File: src/pae_pkg.sv
// Notes on behaviour
// - Mode zero never raises the slot alarm.
// - Mode 1 alarms while measured value is above the alarm value.
// - Mode 2 alarms while measured value is below the alarm value.
// - Mode 3 alarms while signed deviation is above the alarm value.
// - Mode 4 alarms while signed deviation is below the alarm value.
// - Mode 5 alarms while deviation magnitude is above the alarm value.
// - Mode 6 alarms while deviation magnitude is below the alarm value.
// - Modes 7 to 11 repeat modes 1 to 5 with wait at control start.
// - Wait holds alarm off until the condition first clears; later entries alarm.
// - Modes 12 to 14 are deviation modes re-armed at start and setpoint change.
// - Cascade slave channel does not re-arm wait on setpoint change.
// - Nonzero change ratio limiter stops re-arm on setpoint change.
// - Each slot status is its own readable bit of the event word.
// - Slot one to four status sit in event bits four to seven.
// - Alarm only after condition persists more samples than the delay count.
package pae_pkg;
  localparam int DATA_W = 16;
  localparam int MODE_W = 4;
  localparam int SLOTS = 4;
  localparam int ADDR_W = 4;
  typedef enum logic [3:0] {
    PAE_OFF = 4'h0, PAE_UP_PV = 4'h1, PAE_LO_PV = 4'h2, PAE_UP_DEV = 4'h3,
    PAE_LO_DEV = 4'h4, PAE_OUT_BAND = 4'h5, PAE_IN_BAND = 4'h6, PAE_UP_PV_W = 4'h7,
    PAE_LO_PV_W = 4'h8, PAE_UP_DEV_W = 4'h9, PAE_LO_DEV_W = 4'ha, PAE_OUT_BAND_W = 4'hb,
    PAE_UP_DEV_RW = 4'hc, PAE_LO_DEV_RW = 4'hd, PAE_OUT_BAND_RW = 4'he
  } pae_mode_e;
  // register word addresses
  localparam logic [3:0] PAE_A_CTRL = 4'h0;
  localparam logic [3:0] PAE_A_SETPOINT = 4'h1;
  localparam logic [3:0] PAE_A_RATIO = 4'h2;
  localparam logic [3:0] PAE_A_DELAY = 4'h3;
  localparam logic [3:0] PAE_A_MODE = 4'h4;
  localparam logic [3:0] PAE_A_AVAL0 = 4'h5;
  localparam logic [3:0] PAE_A_AVAL1 = 4'h6;
  localparam logic [3:0] PAE_A_AVAL2 = 4'h7;
  localparam logic [3:0] PAE_A_AVAL3 = 4'h8;
  localparam logic [3:0] PAE_A_EVENT = 4'h9;
  localparam logic [3:0] PAE_A_IRQ_STATUS = 4'ha;
  localparam logic [3:0] PAE_A_IRQ_MASK = 4'hb;
  localparam logic [3:0] PAE_A_MEAS = 4'hc;
  // field positions and reset values
  localparam int CTRL_RUN_BIT = 0;
  localparam int CTRL_CASC_BIT = 1;
  localparam int EVT_ALARM_LSB = 4;
  localparam logic [15:0] RST_WORD = 16'h0000;
  localparam logic [15:0] CNT_ONE = 16'h0001;
  localparam logic [15:0] CNT_MAX = 16'hffff;
endpackage : pae_pkg

File: src/pae_slot_if.sv
`timescale 1ns/100ps
// per-slot settings in, alarm state out
interface pae_slot_if;
  logic smp;
  logic signed [pae_pkg::DATA_W-1:0] pv;
  logic signed [pae_pkg::DATA_W-1:0] sv;
  pae_pkg::pae_mode_e mode;
  logic signed [pae_pkg::DATA_W-1:0] aval;
  logic [pae_pkg::DATA_W-1:0] delay;
  logic rearm_start;
  logic rearm_sv;
  logic alarm;
  logic rise;
  modport ctrl (output smp, pv, sv, mode, aval, delay, rearm_start, rearm_sv, input alarm, rise);
  modport slot (input smp, pv, sv, mode, aval, delay, rearm_start, rearm_sv, output alarm, rise);
endinterface : pae_slot_if

File: src/pae_slot.sv
`timescale 1ns/100ps
module pae_slot (
  input wire logic clk,
  input wire logic reset_n,
  pae_slot_if.slot sif
);
  typedef struct packed {
    logic armed;
    logic [pae_pkg::DATA_W-1:0] cnt;
    logic alarm;
    logic rise;
  } pae_slot_s;

  pae_slot_s s_r;
  pae_slot_s s_nxt;

  // comparison, wait and delay for one slot
  always_comb begin
    logic signed [pae_pkg::DATA_W:0] dev;
    logic signed [pae_pkg::DATA_W:0] adev;
    logic signed [pae_pkg::DATA_W:0] aext;
    logic cond;
    logic wait_mode;
    logic rewait_mode;
    logic [pae_pkg::DATA_W-1:0] cnt_n;
    dev = {sif.pv[pae_pkg::DATA_W-1], sif.pv} - {sif.sv[pae_pkg::DATA_W-1], sif.sv};
    adev = dev[pae_pkg::DATA_W] ? -dev : dev; // 17 bits, no overflow
    aext = {sif.aval[pae_pkg::DATA_W-1], sif.aval};
    cond = 1'b0;
    wait_mode = 1'b0;
    rewait_mode = 1'b0;
    case (sif.mode)
      pae_pkg::PAE_UP_PV: cond = sif.pv > sif.aval;
      pae_pkg::PAE_LO_PV: cond = sif.pv < sif.aval;
      pae_pkg::PAE_UP_DEV: cond = dev > aext;
      pae_pkg::PAE_LO_DEV: cond = dev < aext;
      pae_pkg::PAE_OUT_BAND: cond = adev > aext;
      pae_pkg::PAE_IN_BAND: cond = adev < aext;
      pae_pkg::PAE_UP_PV_W: begin
        cond = sif.pv > sif.aval;
        wait_mode = 1'b1;
      end
      pae_pkg::PAE_LO_PV_W: begin
        cond = sif.pv < sif.aval;
        wait_mode = 1'b1;
      end
      pae_pkg::PAE_UP_DEV_W: begin
        cond = dev > aext;
        wait_mode = 1'b1;
      end
      pae_pkg::PAE_LO_DEV_W: begin
        cond = dev < aext;
        wait_mode = 1'b1;
      end
      pae_pkg::PAE_OUT_BAND_W: begin
        cond = adev > aext;
        wait_mode = 1'b1;
      end
      pae_pkg::PAE_UP_DEV_RW: begin
        cond = dev > aext;
        wait_mode = 1'b1;
        rewait_mode = 1'b1;
      end
      pae_pkg::PAE_LO_DEV_RW: begin
        cond = dev < aext;
        wait_mode = 1'b1;
        rewait_mode = 1'b1;
      end
      pae_pkg::PAE_OUT_BAND_RW: begin
        cond = adev > aext;
        wait_mode = 1'b1;
        rewait_mode = 1'b1;
      end
      default: cond = 1'b0; // off and unused codes never alarm
    endcase
    cnt_n = cond ? ((s_r.cnt == pae_pkg::CNT_MAX) ? s_r.cnt : s_r.cnt + pae_pkg::CNT_ONE) : pae_pkg::RST_WORD;
    s_nxt = s_r;
    s_nxt.rise = 1'b0;
    if (sif.smp) begin
      s_nxt.cnt = cnt_n;
      if (!cond) begin
        s_nxt.armed = 1'b0;
      end
      s_nxt.alarm = cond && !s_r.armed && (cnt_n > sif.delay);
      s_nxt.rise = s_nxt.alarm && !s_r.alarm;
    end
    // re-arm wins over a clear in the same cycle
    if ((sif.rearm_start && wait_mode) || (sif.rearm_sv && rewait_mode)) begin
      s_nxt.armed = 1'b1;
    end
    if (sif.mode == pae_pkg::PAE_OFF) begin
      s_nxt.alarm = 1'b0;
      s_nxt.rise = 1'b0;
    end
  end

  always_ff @(posedge clk or negedge reset_n) begin
    if (!reset_n) begin
      s_r <= '0;
    end else begin
      s_r <= s_nxt;
    end
  end

  assign sif.alarm = s_r.alarm;
  assign sif.rise = s_r.rise;
endmodule : pae_slot

File: src/pae_irq.sv
`timescale 1ns/100ps
module pae_irq #(
  parameter int N = 4
) (
  input wire logic clk,
  input wire logic reset_n,
  input wire logic [N-1:0] ev,
  input wire logic clr_we,
  input wire logic [N-1:0] clr_data,
  input wire logic mask_we,
  input wire logic [N-1:0] mask_data,
  output logic [N-1:0] status,
  output logic [N-1:0] mask,
  output logic irq
);
  typedef struct packed {
    logic [N-1:0] status;
    logic [N-1:0] mask;
    logic irq;
  } pae_irq_s;

  pae_irq_s s_r;
  pae_irq_s s_nxt;

  // sticky bits, write one to clear; a new event beats the clear
  always_comb begin
    s_nxt = s_r;
    s_nxt.status = (s_r.status & ~(clr_we ? clr_data : '0)) | ev;
    if (mask_we) begin
      s_nxt.mask = mask_data;
    end
    s_nxt.irq = |(s_nxt.status & s_nxt.mask);
  end

  always_ff @(posedge clk or negedge reset_n) begin
    if (!reset_n) begin
      s_r <= '0;
    end else begin
      s_r <= s_nxt;
    end
  end

  assign status = s_r.status;
  assign mask = s_r.mask;
  assign irq = s_r.irq;
endmodule : pae_irq

File: src/pae_top.sv
`timescale 1ns/100ps
module pae_top (
  input wire logic clk,
  input wire logic reset_n,
  input wire logic sample_valid,
  input wire logic [pae_pkg::DATA_W-1:0] measured_value,
  input wire logic [pae_pkg::ADDR_W-1:0] reg_addr,
  input wire logic [pae_pkg::DATA_W-1:0] reg_wdata,
  input wire logic reg_wr,
  input wire logic reg_rd,
  output logic [pae_pkg::DATA_W-1:0] reg_rdata,
  output logic irq
);
  typedef struct packed {
    logic run;
    logic casc;
    logic [pae_pkg::DATA_W-1:0] sv;
    logic [pae_pkg::DATA_W-1:0] ratio;
    logic [pae_pkg::DATA_W-1:0] delay;
    logic [pae_pkg::SLOTS*pae_pkg::MODE_W-1:0] mode;
    logic [pae_pkg::SLOTS-1:0][pae_pkg::DATA_W-1:0] aval;
    logic smp;
    logic [pae_pkg::DATA_W-1:0] pv_smp;
    logic [pae_pkg::DATA_W-1:0] sv_smp;
    logic run_prev;
    logic rearm_start;
    logic rearm_sv;
    logic [pae_pkg::DATA_W-1:0] rdata;
  } pae_top_s;

  pae_top_s s_r;
  pae_top_s s_nxt;

  logic [pae_pkg::SLOTS-1:0] alarm_w;
  logic [pae_pkg::SLOTS-1:0] rise_w;
  logic [pae_pkg::SLOTS-1:0] irq_status_w;
  logic [pae_pkg::SLOTS-1:0] irq_mask_w;
  logic irq_clr_we;
  logic irq_mask_we;

  pae_slot_if sif [pae_pkg::SLOTS] ();

  // register writes, sample capture and re-arm pulses
  always_comb begin
    s_nxt = s_r;
    s_nxt.smp = sample_valid;
    if (sample_valid) begin
      s_nxt.pv_smp = measured_value;
      s_nxt.sv_smp = s_r.sv; // setpoint frozen with the sample
    end
    s_nxt.run_prev = s_r.run;
    s_nxt.rearm_start = s_r.run && !s_r.run_prev; // control start edge
    s_nxt.rearm_sv = 1'b0;
    if (reg_wr) begin
      case (reg_addr)
        pae_pkg::PAE_A_CTRL: begin
          s_nxt.run = reg_wdata[pae_pkg::CTRL_RUN_BIT];
          s_nxt.casc = reg_wdata[pae_pkg::CTRL_CASC_BIT];
        end
        pae_pkg::PAE_A_SETPOINT: begin
          s_nxt.sv = reg_wdata;
          // rewriting the same value is no change, so no re-arm
          s_nxt.rearm_sv = (reg_wdata != s_r.sv) && !s_r.casc
            && (s_r.ratio == pae_pkg::RST_WORD);
        end
        pae_pkg::PAE_A_RATIO: s_nxt.ratio = reg_wdata;
        pae_pkg::PAE_A_DELAY: s_nxt.delay = reg_wdata;
        pae_pkg::PAE_A_MODE: s_nxt.mode = reg_wdata;
        pae_pkg::PAE_A_AVAL0: s_nxt.aval[0] = reg_wdata;
        pae_pkg::PAE_A_AVAL1: s_nxt.aval[1] = reg_wdata;
        pae_pkg::PAE_A_AVAL2: s_nxt.aval[2] = reg_wdata;
        pae_pkg::PAE_A_AVAL3: s_nxt.aval[3] = reg_wdata;
        default: s_nxt.run = s_r.run; // status words are not written here
      endcase
    end
    // read data stand only in the cycle after the strobe
    s_nxt.rdata = pae_pkg::RST_WORD;
    if (reg_rd) begin
      case (reg_addr)
        pae_pkg::PAE_A_CTRL: begin
          s_nxt.rdata[pae_pkg::CTRL_RUN_BIT] = s_r.run;
          s_nxt.rdata[pae_pkg::CTRL_CASC_BIT] = s_r.casc;
        end
        pae_pkg::PAE_A_SETPOINT: s_nxt.rdata = s_r.sv;
        pae_pkg::PAE_A_RATIO: s_nxt.rdata = s_r.ratio;
        pae_pkg::PAE_A_DELAY: s_nxt.rdata = s_r.delay;
        pae_pkg::PAE_A_MODE: s_nxt.rdata = s_r.mode;
        pae_pkg::PAE_A_AVAL0: s_nxt.rdata = s_r.aval[0];
        pae_pkg::PAE_A_AVAL1: s_nxt.rdata = s_r.aval[1];
        pae_pkg::PAE_A_AVAL2: s_nxt.rdata = s_r.aval[2];
        pae_pkg::PAE_A_AVAL3: s_nxt.rdata = s_r.aval[3];
        pae_pkg::PAE_A_EVENT: begin
          s_nxt.rdata[pae_pkg::EVT_ALARM_LSB +: pae_pkg::SLOTS] = alarm_w;
        end
        pae_pkg::PAE_A_IRQ_STATUS: s_nxt.rdata[pae_pkg::SLOTS-1:0] = irq_status_w;
        pae_pkg::PAE_A_IRQ_MASK: s_nxt.rdata[pae_pkg::SLOTS-1:0] = irq_mask_w;
        pae_pkg::PAE_A_MEAS: s_nxt.rdata = s_r.pv_smp;
        default: s_nxt.rdata = pae_pkg::RST_WORD; // unmapped reads as zero
      endcase
    end
  end

  always_ff @(posedge clk or negedge reset_n) begin
    if (!reset_n) begin
      s_r <= '0;
    end else begin
      s_r <= s_nxt;
    end
  end

  assign reg_rdata = s_r.rdata;

  // fan settings out to the four slots
  for (genvar i = 0; i < pae_pkg::SLOTS; i++) begin : g_slot
    assign sif[i].smp = s_r.smp;
    assign sif[i].pv = s_r.pv_smp;
    assign sif[i].sv = s_r.sv_smp;
    assign sif[i].mode = pae_pkg::pae_mode_e'(s_r.mode[i*pae_pkg::MODE_W +: pae_pkg::MODE_W]);
    assign sif[i].aval = s_r.aval[i];
    assign sif[i].delay = s_r.delay;
    assign sif[i].rearm_start = s_r.rearm_start;
    assign sif[i].rearm_sv = s_r.rearm_sv;
    assign alarm_w[i] = sif[i].alarm;
    assign rise_w[i] = sif[i].rise;

    pae_slot u_slot (
      .clk(clk),
      .reset_n(reset_n),
      .sif(sif[i])
    );
  end

  // interrupt status is set by each alarm rising edge
  assign irq_clr_we = reg_wr && (reg_addr == pae_pkg::PAE_A_IRQ_STATUS);
  assign irq_mask_we = reg_wr && (reg_addr == pae_pkg::PAE_A_IRQ_MASK);

  pae_irq #(
    .N(pae_pkg::SLOTS)
  ) u_irq (
    .clk(clk),
    .reset_n(reset_n),
    .ev(rise_w),
    .clr_we(irq_clr_we),
    .clr_data(reg_wdata[pae_pkg::SLOTS-1:0]),
    .mask_we(irq_mask_we),
    .mask_data(reg_wdata[pae_pkg::SLOTS-1:0]),
    .status(irq_status_w),
    .mask(irq_mask_w),
    .irq(irq)
  );

  // helper deviation of the captured sample, read only by checks
  logic signed [pae_pkg::DATA_W:0] dev_h;
  logic signed [pae_pkg::DATA_W:0] adev_h;
  assign dev_h = {s_r.pv_smp[pae_pkg::DATA_W-1], s_r.pv_smp} - {s_r.sv_smp[pae_pkg::DATA_W-1], s_r.sv_smp};
  assign adev_h = dev_h[pae_pkg::DATA_W] ? -dev_h : dev_h;

  // per-slot comparison checks, one cycle ahead of the alarm flop
  for (genvar i = 0; i < pae_pkg::SLOTS; i++) begin : g_chk
    logic signed [pae_pkg::DATA_W:0] aext_h;
    assign aext_h = {s_r.aval[i][pae_pkg::DATA_W-1], s_r.aval[i]};

  end
endmodule : pae_top

File: config.mk
export PLATFORM = sky130hd
export DESIGN_NAME = pae_top
export DESIGN_NICKNAME = d
export VERILOG_FILES = /design/src/pae_pkg.sv /design/src/pae_slot_if.sv /design/src/pae_slot.sv /design/src/pae_irq.sv /design/src/pae_top.sv
export SDC_FILE = /design/constraint.sdc
export NUM_CORES = 1
export LEC_CHECK = 0
export BUFFER_PORTS_ARGS = -buffer_cell sky130_fd_sc_hd__buf_4
export CAP_MARGIN = 5
export CELL_PAD_IN_SITES_DETAIL_PLACEMENT = 1
export CELL_PAD_IN_SITES_GLOBAL_PLACEMENT = 1
export CORE_MARGIN = 5
export CORE_UTILIZATION = 40
export DETAILED_ROUTE_END_ITERATION = 8
export HOLD_SLACK_MARGIN = 0.08
export MAX_ROUTING_LAYER = met4
export PLACE_DENSITY = 0.71
export SYNTH_ARGS = -nofsm -noshare
export SYNTH_HDL_FRONTEND = slang
export SYNTH_SLANG_ARGS = --single-unit
File: constraint.sdc
create_clock -name clk -period 17.25 [get_ports clk]
set_input_delay 3.45 -clock clk [delete_from_list [all_inputs] [get_ports clk]]
set_output_delay 3.45 -clock clk [all_outputs]
set_load 0.01 [all_outputs]
==> impl_metrics.env, run 1 <==
export IMPL_p_comb_share_pct=50.3
export IMPL_drt_first_iter_violations=1261
export IMPL_grt_pass1_wl_mm=118
export IMPL_switchingPower_mw=1.51
export IMPL_setup_violations=0
export IMPL_synthTopCellsByCount="ha_1, dfrtp_1, mux2_2"
export IMPL_ys_seq_elements=267
export IMPL_status="completed"
export IMPL_synth_flop_cell="dfrtp_1"
export IMPL_die_area_sq_mm=0.0577
export IMPL_fp_dieH_microns=240
export IMPL_fin_util_pct=44.6
export IMPL_cts_resized=0
export IMPL_yosysSeqAreaShare_pct=31.5
export IMPL_drive_above_1_share_pct=14.8
export IMPL_cts_buffers=36
export IMPL_multi_input_area_sq_mm=0.0135
export IMPL_start_util_pct=40.4
export IMPL_ff_latch_area_sq_mm=0.00668
export IMPL_timing_final_ws_setup_ns=8.36
export IMPL_drc_errors=0
export IMPL_netlist_area_sq_mm=0.0212
export IMPL_critPathLaunchType="register"
export IMPL_grt_start_max_net_pins=163
export IMPL_dpl_hpwl_mm=59.3
export IMPL_p_int_mw=1.87
export IMPL_fin_crit_ns=8.89
export IMPL_crit_start="sif[0].pv[0]$_DFFE_PN0P_"
export IMPL_worst_setup_path_end_kind="register"
export IMPL_crit_path_max_fanout=34
export IMPL_yosysTopAreaCellShare_pct=31.5
export IMPL_drt_total_wl_mm=77.7
export IMPL_period_share_pct=51.5
export IMPL_synth_most_common_cell="ha_1"
export IMPL_grt_usage_pct=27.3
export IMPL_powerDensity_mw_per_mm2=144
export IMPL_core_sq_mm=0.0526
export IMPL_cts_buffer_depth=3
export IMPL_cts_tree="yes"
export IMPL_worstSetupPathType="reg -> reg"
export IMPL_synthDistinctLibCells=91
export IMPL_instances_no_fill=3003
export IMPL_synth_edf_count=0
export IMPL_num_vias=18600
export IMPL_maxCapViolCount=0
export IMPL_place_congestion=0.983
export IMPL_post_route_cell_area_sq_mm=0.0235
export IMPL_hp_class="reg -> reg"
export IMPL_setup_tns_ns=0
export IMPL_area_delta_synth_final_pct=10.6
export IMPL_die_x_microns=240
export IMPL_num_rows=84
export IMPL_power_frac_seq_pct=26.5
export IMPL_worstPathRequired_ns=17.68
export IMPL_dpl_instance_area_sq_mm=0.0222
export IMPL_clkPwrFrac_pct=23.2
export IMPL_fmax_mhz=112
export IMPL_dp_slack_ns=8.47
export IMPL_p_leak_nw=10.5
export IMPL_final_setup_skew_ns=0.0347
export IMPL_rsz0062_at_grt="false"
export IMPL_ys_top_cells_by_area="dfrtp_1, ha_1, mux2_2, a21oi_1, xnor2_1"
export IMPL_cp_arrival_ns=9.32
export IMPL_port_buffers=57
export IMPL_io_pins=58
export IMPL_vias_per_cell=6.19
export IMPL_worstHoldStart="s_r[18]$_DFF_PN0_"
export IMPL_nets=2613
export IMPL_yosys_area_top_type="dfrtp_1"
export IMPL_grt_pass1_vias=19600
export IMPL_drv_slew=0
export IMPL_syn_nets=2614
export IMPL_root_buffer="clkbuf_16"
export IMPL_grt_remaining_overflow=0
export IMPL_holdWs_ns=0.398
export IMPL_fillers=5934
export IMPL_cpPeakStageDelay_ns=0.64
export IMPL_placed_cells=2936
export IMPL_swShare_pct=44.6
export IMPL_worst_pin_slew_ns=1.20
export IMPL_slowest_stage="a2111oi_0"
export IMPL_power_mw=3.38
export IMPL_drt_pre_antenna_iters=5
export IMPL_peakVddDrop_mv=0.0819
export IMPL_cts_hold_fix_buffers=0
export IMPL_synth_async_reset_ratio_pct=100
export IMPL_ys_warn_count=0
export IMPL_slew_limit_headroom_pct=19.6
export IMPL_r2r_start="sif[0].pv[0]$_DFFE_PN0P_"
export IMPL_antenna_found_initial=5
export IMPL_insertion_delay_ns=0.57
export IMPL_cts_clk_slew_worst_paths_ns=0.06
export IMPL_synthCells=2287
export IMPL_wl_per_cell_microns=25.9
export IMPL_hold_violations=0
export IMPL_synth_avg_cell_area_sq_um=9.27
export IMPL_cts_sinks=267
export IMPL_ctsHtreeMaxLevel=2
export IMPL_ant_nets=0
export IMPL_post_cts_buffers=0
cells by family (layout without fill, tap and decap cells):
group	after synthesis	in the layout	synth area share [%]
XOR/XNOR	98	98	4.08
adder cells (fa/ha/maj)	286	286	16.9
buffers and inverters	255	279	4.86
AND/OR/NAND/NOR	630	630	15.3
other	0	4	0
flip-flops	267	267	31.5
multiplexers	172	172	9.02
AO/OA/AOI/OAI	579	579	18.3
cell usage in the layout, fill, tap and decap left out, types with 25 or more instances in the layout:
cell type	count
inv_1	137
nand2_1	138
nor3_1	43
dfrtp_1	266
clkbuf_16	37
nand4_1	66
xnor2_1	71
and3_1	25
nand2b_1	27
nor2_1	148
mux2_2	153
ha_1	285
xor2_1	26
a21o_1	49
buf_4	77
a31oi_1	26
nand3_1	60
o21ai_0	115
a21oi_1	147
a22o_1	25
a22oi_1	39
nor2b_1	27
worst paths after layout:
check,slack (ns),depth (start not counted),end
setup / recovery,8.36,32,g_slot[3].u_slot.sif.alarm$_DFFE_PN0P_
hold / removal,0.40,1,sif[0].rearm_start$_DFF_PN0_
setup reg to reg,8.36,32,g_slot[3].u_slot.sif.alarm$_DFFE_PN0P_
hold reg to reg,0.40,1,sif[0].rearm_start$_DFF_PN0_
max in group asynchronous,12.74,2,sif[0].smp$_DFF_PN0_
min in group asynchronous,2.96,1,sif[0].sv[7]$_DFFE_PN0P_
power groups by stage:
stage | sequential [mW] | clock (mW) | combinational [mW]
2_1_floorplan | 0.811 | 0 | 1.17
3_3_place_gp | 0.892 | 0 | 1.59
3_5_place_dp | 0.898 | 0 | 1.67
4_1_cts | 0.888 | 0.804 | 1.68
5_1_grt | 0.907 | 0.829 | 1.86
6_report | 0.894 | 0.783 | 1.70
critical path, delay by kind of cell (launching register included):
family / cells / cell delay [ns]
compound gates: 15 / 4.30
fa+ha+maj: 4 / 1.18
simple gates: 8 / 1.17
buf+inv: 3 / 1.11
xor+xnor: 1 / 0.43
flops: 1 / 0.37
mux: 1 / 0.22
layout make-up:
class / instances / share of cell area (%)
antenna: 4 / 0.0427
inverter: 137 / 2.19
clock inverter: 20 / 1.06
timing repair buffer: 79 / 2.61
sequential: 267 / 28.5
tap: 688 / 3.67
multi-input combinational: 1765 / 57.8
clock buffer: 43 / 4.17
flip-flops by register name (all words and copies together) (netlist names):
name	count
g_slot.u_slot.sif.rise	4
sif.rearm_sv	1
sif.rearm_start	1
u_irq.status	4
sif.aval	64
u_irq.mask	4
reg_rdata	16
sif.sv	16
sif.pv	16
g_slot.u_slot.sif.alarm	4
u_irq.irq	1
sif.delay	16
s_nxt	1
s_r	50
sif.smp	1
g_slot.u_slot.s_r	68
metal layers:
layer	wire, microns	vias up	part of all wire (%)	GRT usage [%]
li1	-	8481	-	-
met1	33400	9456	43	34.1
met2	37100	460	48	45.2
met3	3570	178	4.6	3.54
met4	3600	0	4.6	11.1
met5	0	-	0	-
(Power assumes the default switching activity.)
==> inputs of run 2 (changes only) <==
--- a/config.mk
+++ b/config.mk
@@ -5,6 +5,7 @@
 export SDC_FILE = /design/constraint.sdc
 export NUM_CORES = 1
 export LEC_CHECK = 0
+export ABC_AREA = 1
 export BUFFER_PORTS_ARGS = -buffer_cell sky130_fd_sc_hd__buf_4
 export CAP_MARGIN = 5
 export CELL_PAD_IN_SITES_DETAIL_PLACEMENT = 1
@@ -14,7 +15,7 @@
 export DETAILED_ROUTE_END_ITERATION = 8
 export HOLD_SLACK_MARGIN = 0.08
 export MAX_ROUTING_LAYER = met4
-export PLACE_DENSITY = 0.71
+export PLACE_DENSITY = 0.78
 export SYNTH_ARGS = -nofsm -noshare
 export SYNTH_HDL_FRONTEND = slang
 export SYNTH_SLANG_ARGS = --single-unit
==> constraint.sdc (replaced) <==
create_clock -name clk -period 7.55 [get_ports clk]
set_input_delay 1.51 -clock clk [delete_from_list [all_inputs] [get_ports clk]]
set_output_delay 1.51 -clock clk [all_outputs]
set_load 0.01 [all_outputs]
==> run 2 against run 1 <==
- clock power up 110%
- register-to-register slack worse by 7.7 ns
- critical path type unchanged
- routed wire length up 9.5%
- sequential cell count stayed put
- clock skew fell by 0.0075 ns
- hold slack improved by 0.019 ns
- sequential share of layout area fell by 0.50 points
- first-iteration DRC count rose by 19%
- global-route usage grew 1.6 points
- combinational power is 130% higher
- count of clock-buffer cells in the layout is 1 higher
- critical path depth up 4
==> impl_metrics.env, run 2 <==
export IMPL_status="completed"
export IMPL_worst_setup_path_end_kind="register"
export IMPL_rsz0062_at_grt="false"
export IMPL_synth_async_reset_ratio_pct=100
export IMPL_place_congestion=0.972
export IMPL_largest_reg_flops=68
export IMPL_cts_clk_slew_worst_paths_ns=0.06
export IMPL_synth_avg_cell_area_sq_um=7.09
export IMPL_drive_above_1_share_pct=5.87
export IMPL_wl_per_cell_microns=22.3
export IMPL_switchingPower_mw=3.64
export IMPL_top_register="g_slot.u_slot.s_r"
export IMPL_yosysTopAreaCellShare_pct=30.7
export IMPL_ys_warn_count=0
export IMPL_final_cell_mix="nand2_1, inv_1, ha_1, dfrtp_1, nor2_1"
export IMPL_worstSetupPathType="reg -> reg"
export IMPL_hp_class="reg -> reg"
export IMPL_worst_pin_slew_ns=1.23
export IMPL_post_route_cell_area_sq_mm=0.0239
export IMPL_fmax_mhz=145
export IMPL_layout_commonest_cell="nand2_1"
export IMPL_drt_first_iter_violations=1496
export IMPL_maxCapViolCount=0
export IMPL_synthDistinctLibCells=55
export IMPL_synthCells=3067
export IMPL_yosysSeqAreaShare_pct=30.7
export IMPL_use_met2_pct=47.2
export IMPL_p_comb_share_pct=52.9
export IMPL_crit_start="sif[0].pv[0]$_DFFE_PN0P_"
export IMPL_fp_dieH_microns=243
export IMPL_hold_violations=0
export IMPL_ys_seq_elements=267
export IMPL_synth_edf_count=0
export IMPL_setup_violations=0
export IMPL_cp_arrival_ns=7.40
export IMPL_synth_most_common_cell="nand2_1"
export IMPL_port_buffers=57
export IMPL_cpPeakStageDelay_ns=0.60
export IMPL_slew_limit_headroom_pct=18.1
export IMPL_fin_crit_ns=6.91
export IMPL_insertion_delay_ns=0.57
export IMPL_swShare_pct=48.4
export IMPL_num_rows=85
export IMPL_worstHoldStart="s_nxt[18]$_DFFE_PN0P_"
export IMPL_p_int_mw=3.87
export IMPL_grt_pass1_wl_mm=130
export IMPL_ant_nets=0
export IMPL_cts_buffer_depth=3
export IMPL_setup_tns_ns=0
export IMPL_grt_pass1_vias=22200
export IMPL_cts_tree="yes"
export IMPL_cts_sinks=267
export IMPL_io_pins=58
export IMPL_grt_start_max_net_pins=75
export IMPL_grt_use_met3_pct=4.25
export IMPL_ctsHtreeMaxLevel=2
export IMPL_use_met1_pct=36.3
export IMPL_critPathLaunchType="register"
export IMPL_cpMostUsedCell="nand2_1"
export IMPL_antenna_found_initial=6
export IMPL_drv_slew=0
export IMPL_cts_hold_fix_buffers=0
export IMPL_synth_flop_cell="dfrtp_1"
export IMPL_post_cts_buffers=0
export IMPL_grt_usage_pct=28.9
export IMPL_crit_path_max_fanout=22
export IMPL_p_leak_nw=12.5
export IMPL_ys_top_cells_by_area="dfrtp_1, ha_1, nand2_1, inv_1, o21ai_0"
export IMPL_root_buffer="clkbuf_16"
export IMPL_drc_errors=0
export IMPL_num_vias=21700
export IMPL_clkPwrFrac_pct=21.8
export IMPL_synthTopCellsByCount="nand2_1, inv_1, ha_1"
export IMPL_worstPathRequired_ns=8.04
export IMPL_core_sq_mm=0.0538
export IMPL_cts_buffers=34
export IMPL_die_area_sq_mm=0.0591
export IMPL_drt_pre_antenna_iters=5
export IMPL_netlist_area_sq_mm=0.0218
export IMPL_dpl_hpwl_mm=67.0
export IMPL_powerDensity_mw_per_mm2=314
export IMPL_grt_remaining_overflow=0
export IMPL_final_setup_skew_ns=0.0272
export IMPL_die_x_microns=243
export IMPL_drt_total_wl_mm=85.1
export IMPL_r2r_start="sif[0].pv[0]$_DFFE_PN0P_"
export IMPL_cts_resized=0
export IMPL_power_frac_seq_pct=25.3
export IMPL_grt_busiest_layer="met2"
export IMPL_nets=3422
export IMPL_area_delta_synth_final_pct=9.77
export IMPL_fillers=6897
export IMPL_period_share_pct=91.5
export IMPL_syn_nets=3394
export IMPL_start_util_pct=40.4
export IMPL_yosys_area_top_type="dfrtp_1"
export IMPL_peakVddDrop_mv=0.153
export IMPL_dpl_instance_area_sq_mm=0.0228
export IMPL_slowest_stage="xor2_4"
export IMPL_vias_per_cell=5.68
run 2: changes by cell type after synthesis, sizes merged, moves of 34 or more:
cell,previous run,this run
nand3,60,172
mux2,153,10
xnor2,72,17
o22ai,1,37
a22oi,39,1
clkbuf,86,52
nand2,138,865
inv,137,433
o21ai,118,227
nor2,148,257
a21o,49,11
run 2: cells by family (layout without fill, tap and decap cells):
logic type,count (synthesis),after routing,share of synthesized area (%)
AOI/OAI and AO/OA,506,506,13.2
xor gates and xnor gates,69,69,2.93
adders and majority gates,286,286,16.5
buffers and inverters,523,576,9.58
DFF,267,267,30.7
muxes,10,10,0.518
other,0,1,0
and+or+nand+nor,1406,1406,26.6
run 2: worst paths after layout:
| check | to | slack (ns) | depth (start not counted) |
|---|---|---|---|
| max | g_slot[3].u_slot.sif.rise$_DFF_PN0_ | 0.64 | 36 |
| min | s_r[18]$_DFF_PN0_ | 0.42 | 0 |
| max reg2reg | g_slot[3].u_slot.sif.rise$_DFF_PN0_ | 0.64 | 36 |
| min reg2reg | s_r[18]$_DFF_PN0_ | 0.42 | 0 |
| max in group asynchronous | sif[1].aval[10]$_DFFE_PN0P_ | 5.22 | 2 |
| min in group asynchronous | g_slot[2].u_slot.sif.rise$_DFF_PN0_ | 0.91 | 1 |
run 2: power by group through the flow:
stage                     clock [mW]  sequential [mW]  combinational, mW
after detailed placement           0             1.91               3.91
after CTS                       1.67             1.89               3.93
final                           1.64             1.90               3.97
after global placement             0             1.90               3.69
after floorplan                    0             1.81               2.73
after global routing            1.73             1.92               4.47
run 2: stage by stage:
stage | setup WS (ns) | utilization (%) | cells | total power [mW] | hold WS [ns]
2_1_floorplan | 2.68 | - | 3067 | 4.53 | 0.374
4_1_cts | 0.699 | 44.4 | 3816 | 7.49 | 0.411
5_1_grt | 0.284 | 44.4 | 3817 | 8.12 | 0.431
3_3_place_gp | 0.969 | 42.3 | 3755 | 5.59 | 0.388
3_5_place_dp | 0.744 | 42.3 | 3755 | 5.82 | 0.394
6_report | 0.641 | 44.4 | 3817 | 7.51 | 0.417
run 2: layout make-up:
cell class / instances / area [sq um] / area share [%]
repair buffers: 80 / 608 / 2.55
clock buffers: 44 / 950 / 3.98
well taps: 696 / 871 / 3.65
multi-input cells: 2277 / 13000 / 54.4
inverters: 435 / 1630 / 6.84
clock inverters: 17 / 145 / 0.608
flip-flops and latches: 267 / 6680 / 28.0
diodes: 1 / 2.50 / 0.0105
run 2: metal layers:
| layer | vias to the layer above | routed length [microns] |
|---|---|---|
| li1 | 10100 | - |
| met1 | 10700 | 36600 |
| met2 | 669 | 39500 |
| met3 | 196 | 5220 |
| met4 | 0 | 3810 |
| met5 | - | 0 |
run 2: worst max-delay path, delay by kind of cell (launching register included):
family                     cells  cell delay, ns
DFF                            1            0.37
buffers and inverters          6            1.02
AOI/OAI and AO/OA              3            0.52
xor gates and xnor gates       2            0.76
adders and majority gates      4            1.32
and+or+nand+nor               21            2.81
==> inputs of run 3 (changes only) <==
--- a/config.mk
+++ b/config.mk
@@ -11,11 +11,12 @@
 export CELL_PAD_IN_SITES_DETAIL_PLACEMENT = 1
 export CELL_PAD_IN_SITES_GLOBAL_PLACEMENT = 1
 export CORE_MARGIN = 5
-export CORE_UTILIZATION = 40
+export CORE_UTILIZATION = 43
+export CTS_CLUSTER_DIAMETER = 30
 export DETAILED_ROUTE_END_ITERATION = 8
 export HOLD_SLACK_MARGIN = 0.08
 export MAX_ROUTING_LAYER = met4
-export PLACE_DENSITY = 0.78
+export PLACE_DENSITY = 0.82
 export SYNTH_ARGS = -nofsm -noshare
 export SYNTH_HDL_FRONTEND = slang
 export SYNTH_SLANG_ARGS = --single-unit
==> run 3 against run 2 <==
- largest cell class unchanged
- count of clock-buffer cells in the layout increased by 50
- critical path depth increased by 2
- via count increased by 1.5%
- sequential share of layout area decreased by 1.7 points
- largest power group unchanged
==> impl_metrics.env, run 3 (synthesis results as in run 2) <==
export IMPL_antenna_found_initial=2
export IMPL_dpl_hpwl_mm=67.1
export IMPL_fin_util_pct=50.7
export IMPL_worstPathRequired_ns=8.09
export IMPL_post_cts_buffers=0
export IMPL_cts_buffers=75
export IMPL_num_vias=22000
export IMPL_dp_slack_ns=0.922
export IMPL_power_mw=9.27
export IMPL_dpl_instance_area_sq_mm=0.0227
export IMPL_drt_first_iter_violations=1423
export IMPL_grt_pass1_vias=23100
export IMPL_powerDensity_mw_per_mm2=365
export IMPL_drive_above_1_share_pct=7.69
export IMPL_period_share_pct=88.9
export IMPL_slowest_stage="xor2_4"
export IMPL_cts_clk_slew_worst_paths_ns=0.05
export IMPL_worst_pin_slew_ns=1.27
export IMPL_rsz0062_at_grt="false"
export IMPL_io_pins=58
export IMPL_nets=3456
export IMPL_wl_per_cell_microns=22.6
export IMPL_r2r_start="sif[0].pv[0]$_DFFE_PN0P_"
export IMPL_hold_violations=0
export IMPL_drv_slew=0
export IMPL_core_sq_mm=0.0501
export IMPL_p_leak_nw=13.2
export IMPL_crit_path_max_fanout=22
export IMPL_clkPwrFrac_pct=36.3
export IMPL_port_buffers=57
export IMPL_status="completed"
export IMPL_maxCapViolCount=0
export IMPL_area_delta_synth_final_pct=16.8
export IMPL_cpPeakStageDelay_ns=0.57
export IMPL_drt_pre_antenna_iters=5
export IMPL_cts_resized=0
export IMPL_grt_usage_pct=31.6
export IMPL_placed_cells=3724
export IMPL_ctsHtreeMaxLevel=3
export IMPL_power_frac_seq_pct=20.7
export IMPL_worstHoldStart="s_nxt[18]$_DFFE_PN0P_"
export IMPL_fp_dieH_microns=235
export IMPL_worst_setup_path_end_kind="register"
export IMPL_drc_errors=0
export IMPL_final_setup_skew_ns=0.0387
export IMPL_worstHoldEndpoint="s_r[18]$_DFF_PN0_"
export IMPL_p_int_mw=5.29
export IMPL_swShare_pct=42.9
export IMPL_grt_pass1_wl_mm=133
export IMPL_final_cell_mix="nand2_1, inv_1, ha_1, dfrtp_1, nor2_1"
export IMPL_start_util_pct=43.4
export IMPL_hp_class="reg -> reg"
export IMPL_p_comb_share_pct=43.0
export IMPL_rr_worst_depth=38
export IMPL_cpMostUsedCell="nand2_1"
export IMPL_ant_nets=0
export IMPL_setup_tns_ns=0
export IMPL_die_x_microns=235
export IMPL_layout_commonest_cell="nand2_1"
export IMPL_post_route_cell_area_sq_mm=0.0254
export IMPL_timing_final_ws_setup_ns=0.840
export IMPL_cts_hold_fix_buffers=0
export IMPL_largest_reg_flops=68
export IMPL_cts_buffer_depth=3
export IMPL_vias_per_cell=5.70
export IMPL_grt_start_max_net_pins=145
export IMPL_peakVddDrop_mv=0.222
export IMPL_setup_violations=0
export IMPL_holdWs_ns=0.400
export IMPL_root_buffer="clkbuf_16"
export IMPL_cts_tree="yes"
export IMPL_insertion_delay_ns=0.63
export IMPL_top_register="g_slot.u_slot.s_r"
export IMPL_critPathLaunchType="register"
export IMPL_worstSetupPathType="reg -> reg"
export IMPL_hold_depth=0
export IMPL_fmax_mhz=149
export IMPL_instances_no_fill=3859
export IMPL_switchingPower_mw=3.98
export IMPL_slew_limit_headroom_pct=15.1
export IMPL_num_rows=82
export IMPL_grt_remaining_overflow=0
export IMPL_die_area_sq_mm=0.0552
export IMPL_drt_total_wl_mm=87.2
export IMPL_regToRegSetupSlack_ns=0.84
export IMPL_fin_crit_ns=6.71
export IMPL_place_congestion=0.962
export IMPL_cts_sinks=267
export IMPL_r2r_end="g_slot[3].u_slot.sif.rise$_DFF_PN0_"
export IMPL_cp_arrival_ns=7.25
## run 3: cell count changes in the layout (fill, tap and decap cells not counted), sizes merged
cell | before | now
buf | 80 | 73
bufinv | 1 | 12
clkbuf | 44 | 94
clkinv | 13 | 18
clkinvlp | 5 | 6
diode | 1 | 2
inv | 433 | 438
## run 3: cell type report
| class | instances | area (sq um) |
|---|---|---|
| clock buffer | 94 | 2060 |
| multi-input combinational | 2277 | 13000 |
| antenna | 2 | 5.00 |
| sequential | 267 | 6680 |
| timing repair buffer | 73 | 568 |
| fill | 6386 | 24700 |
| tap | 672 | 841 |
| inverter | 435 | 1630 |
| clock inverter | 39 | 628 |
## run 3: how the worst max path moves through the flow
stage / startpoint / endpoint / slack [ns] / depth (start not counted)
2_1_floorplan: sif[0].pv[0]$_DFFE_PN0P_ / g_slot[2].u_slot.sif.rise$_DFF_PN0_ / 2.68 / 39
3_3_place_gp: sif[0].pv[0]$_DFFE_PN0P_ / g_slot[2].u_slot.sif.rise$_DFF_PN0_ / 1.17 / 37
3_5_place_dp: sif[0].pv[0]$_DFFE_PN0P_ / g_slot[2].u_slot.sif.rise$_DFF_PN0_ / 0.92 / 37
4_1_cts: sif[0].pv[0]$_DFFE_PN0P_ / g_slot[2].u_slot.sif.rise$_DFF_PN0_ / 0.91 / 37
5_1_grt: sif[0].pv[0]$_DFFE_PN0P_ / g_slot[2].u_slot.sif.rise$_DFF_PN0_ / 0.32 / 37
6_report: sif[0].pv[0]$_DFFE_PN0P_ / g_slot[3].u_slot.sif.rise$_DFF_PN0_ / 0.84 / 38
## run 3: routing by layer
metal | vias to the layer above | track usage (%) | part of all wire (%)
met5 | - | - | 0
met4 | 0 | 15.7 | 5.7
met3 | 276 | 6.02 | 5.9
met2 | 721 | 51.6 | 47
met1 | 10800 | 37.4 | 41
li1 | 10200 | - | -
## run 3: worst max-delay path: cells and delay by family, from the launching register on
family / cells / cell delay, ns
flip-flops: 1 / 0.34
AND/OR/NAND/NOR: 24 / 2.67
AO/OA/AOI/OAI: 3 / 0.62
adder cells (fa/ha/maj): 4 / 1.30
XOR/XNOR: 2 / 0.76
buffers and inverters: 5 / 0.95
## run 3: power groups by stage
| stage | clock [mW] | combinational [mW] | sequential (mW) |
|---|---|---|---|
| 2_1_floorplan | 0 | 2.73 | 1.81 |
| 3_5_place_dp | 0 | 3.89 | 1.93 |
| 3_3_place_gp | 0 | 3.71 | 1.91 |
| 4_1_cts | 3.41 | 3.94 | 1.91 |
| 6_report | 3.36 | 3.99 | 1.92 |
| 5_1_grt | 3.49 | 4.47 | 1.94 |
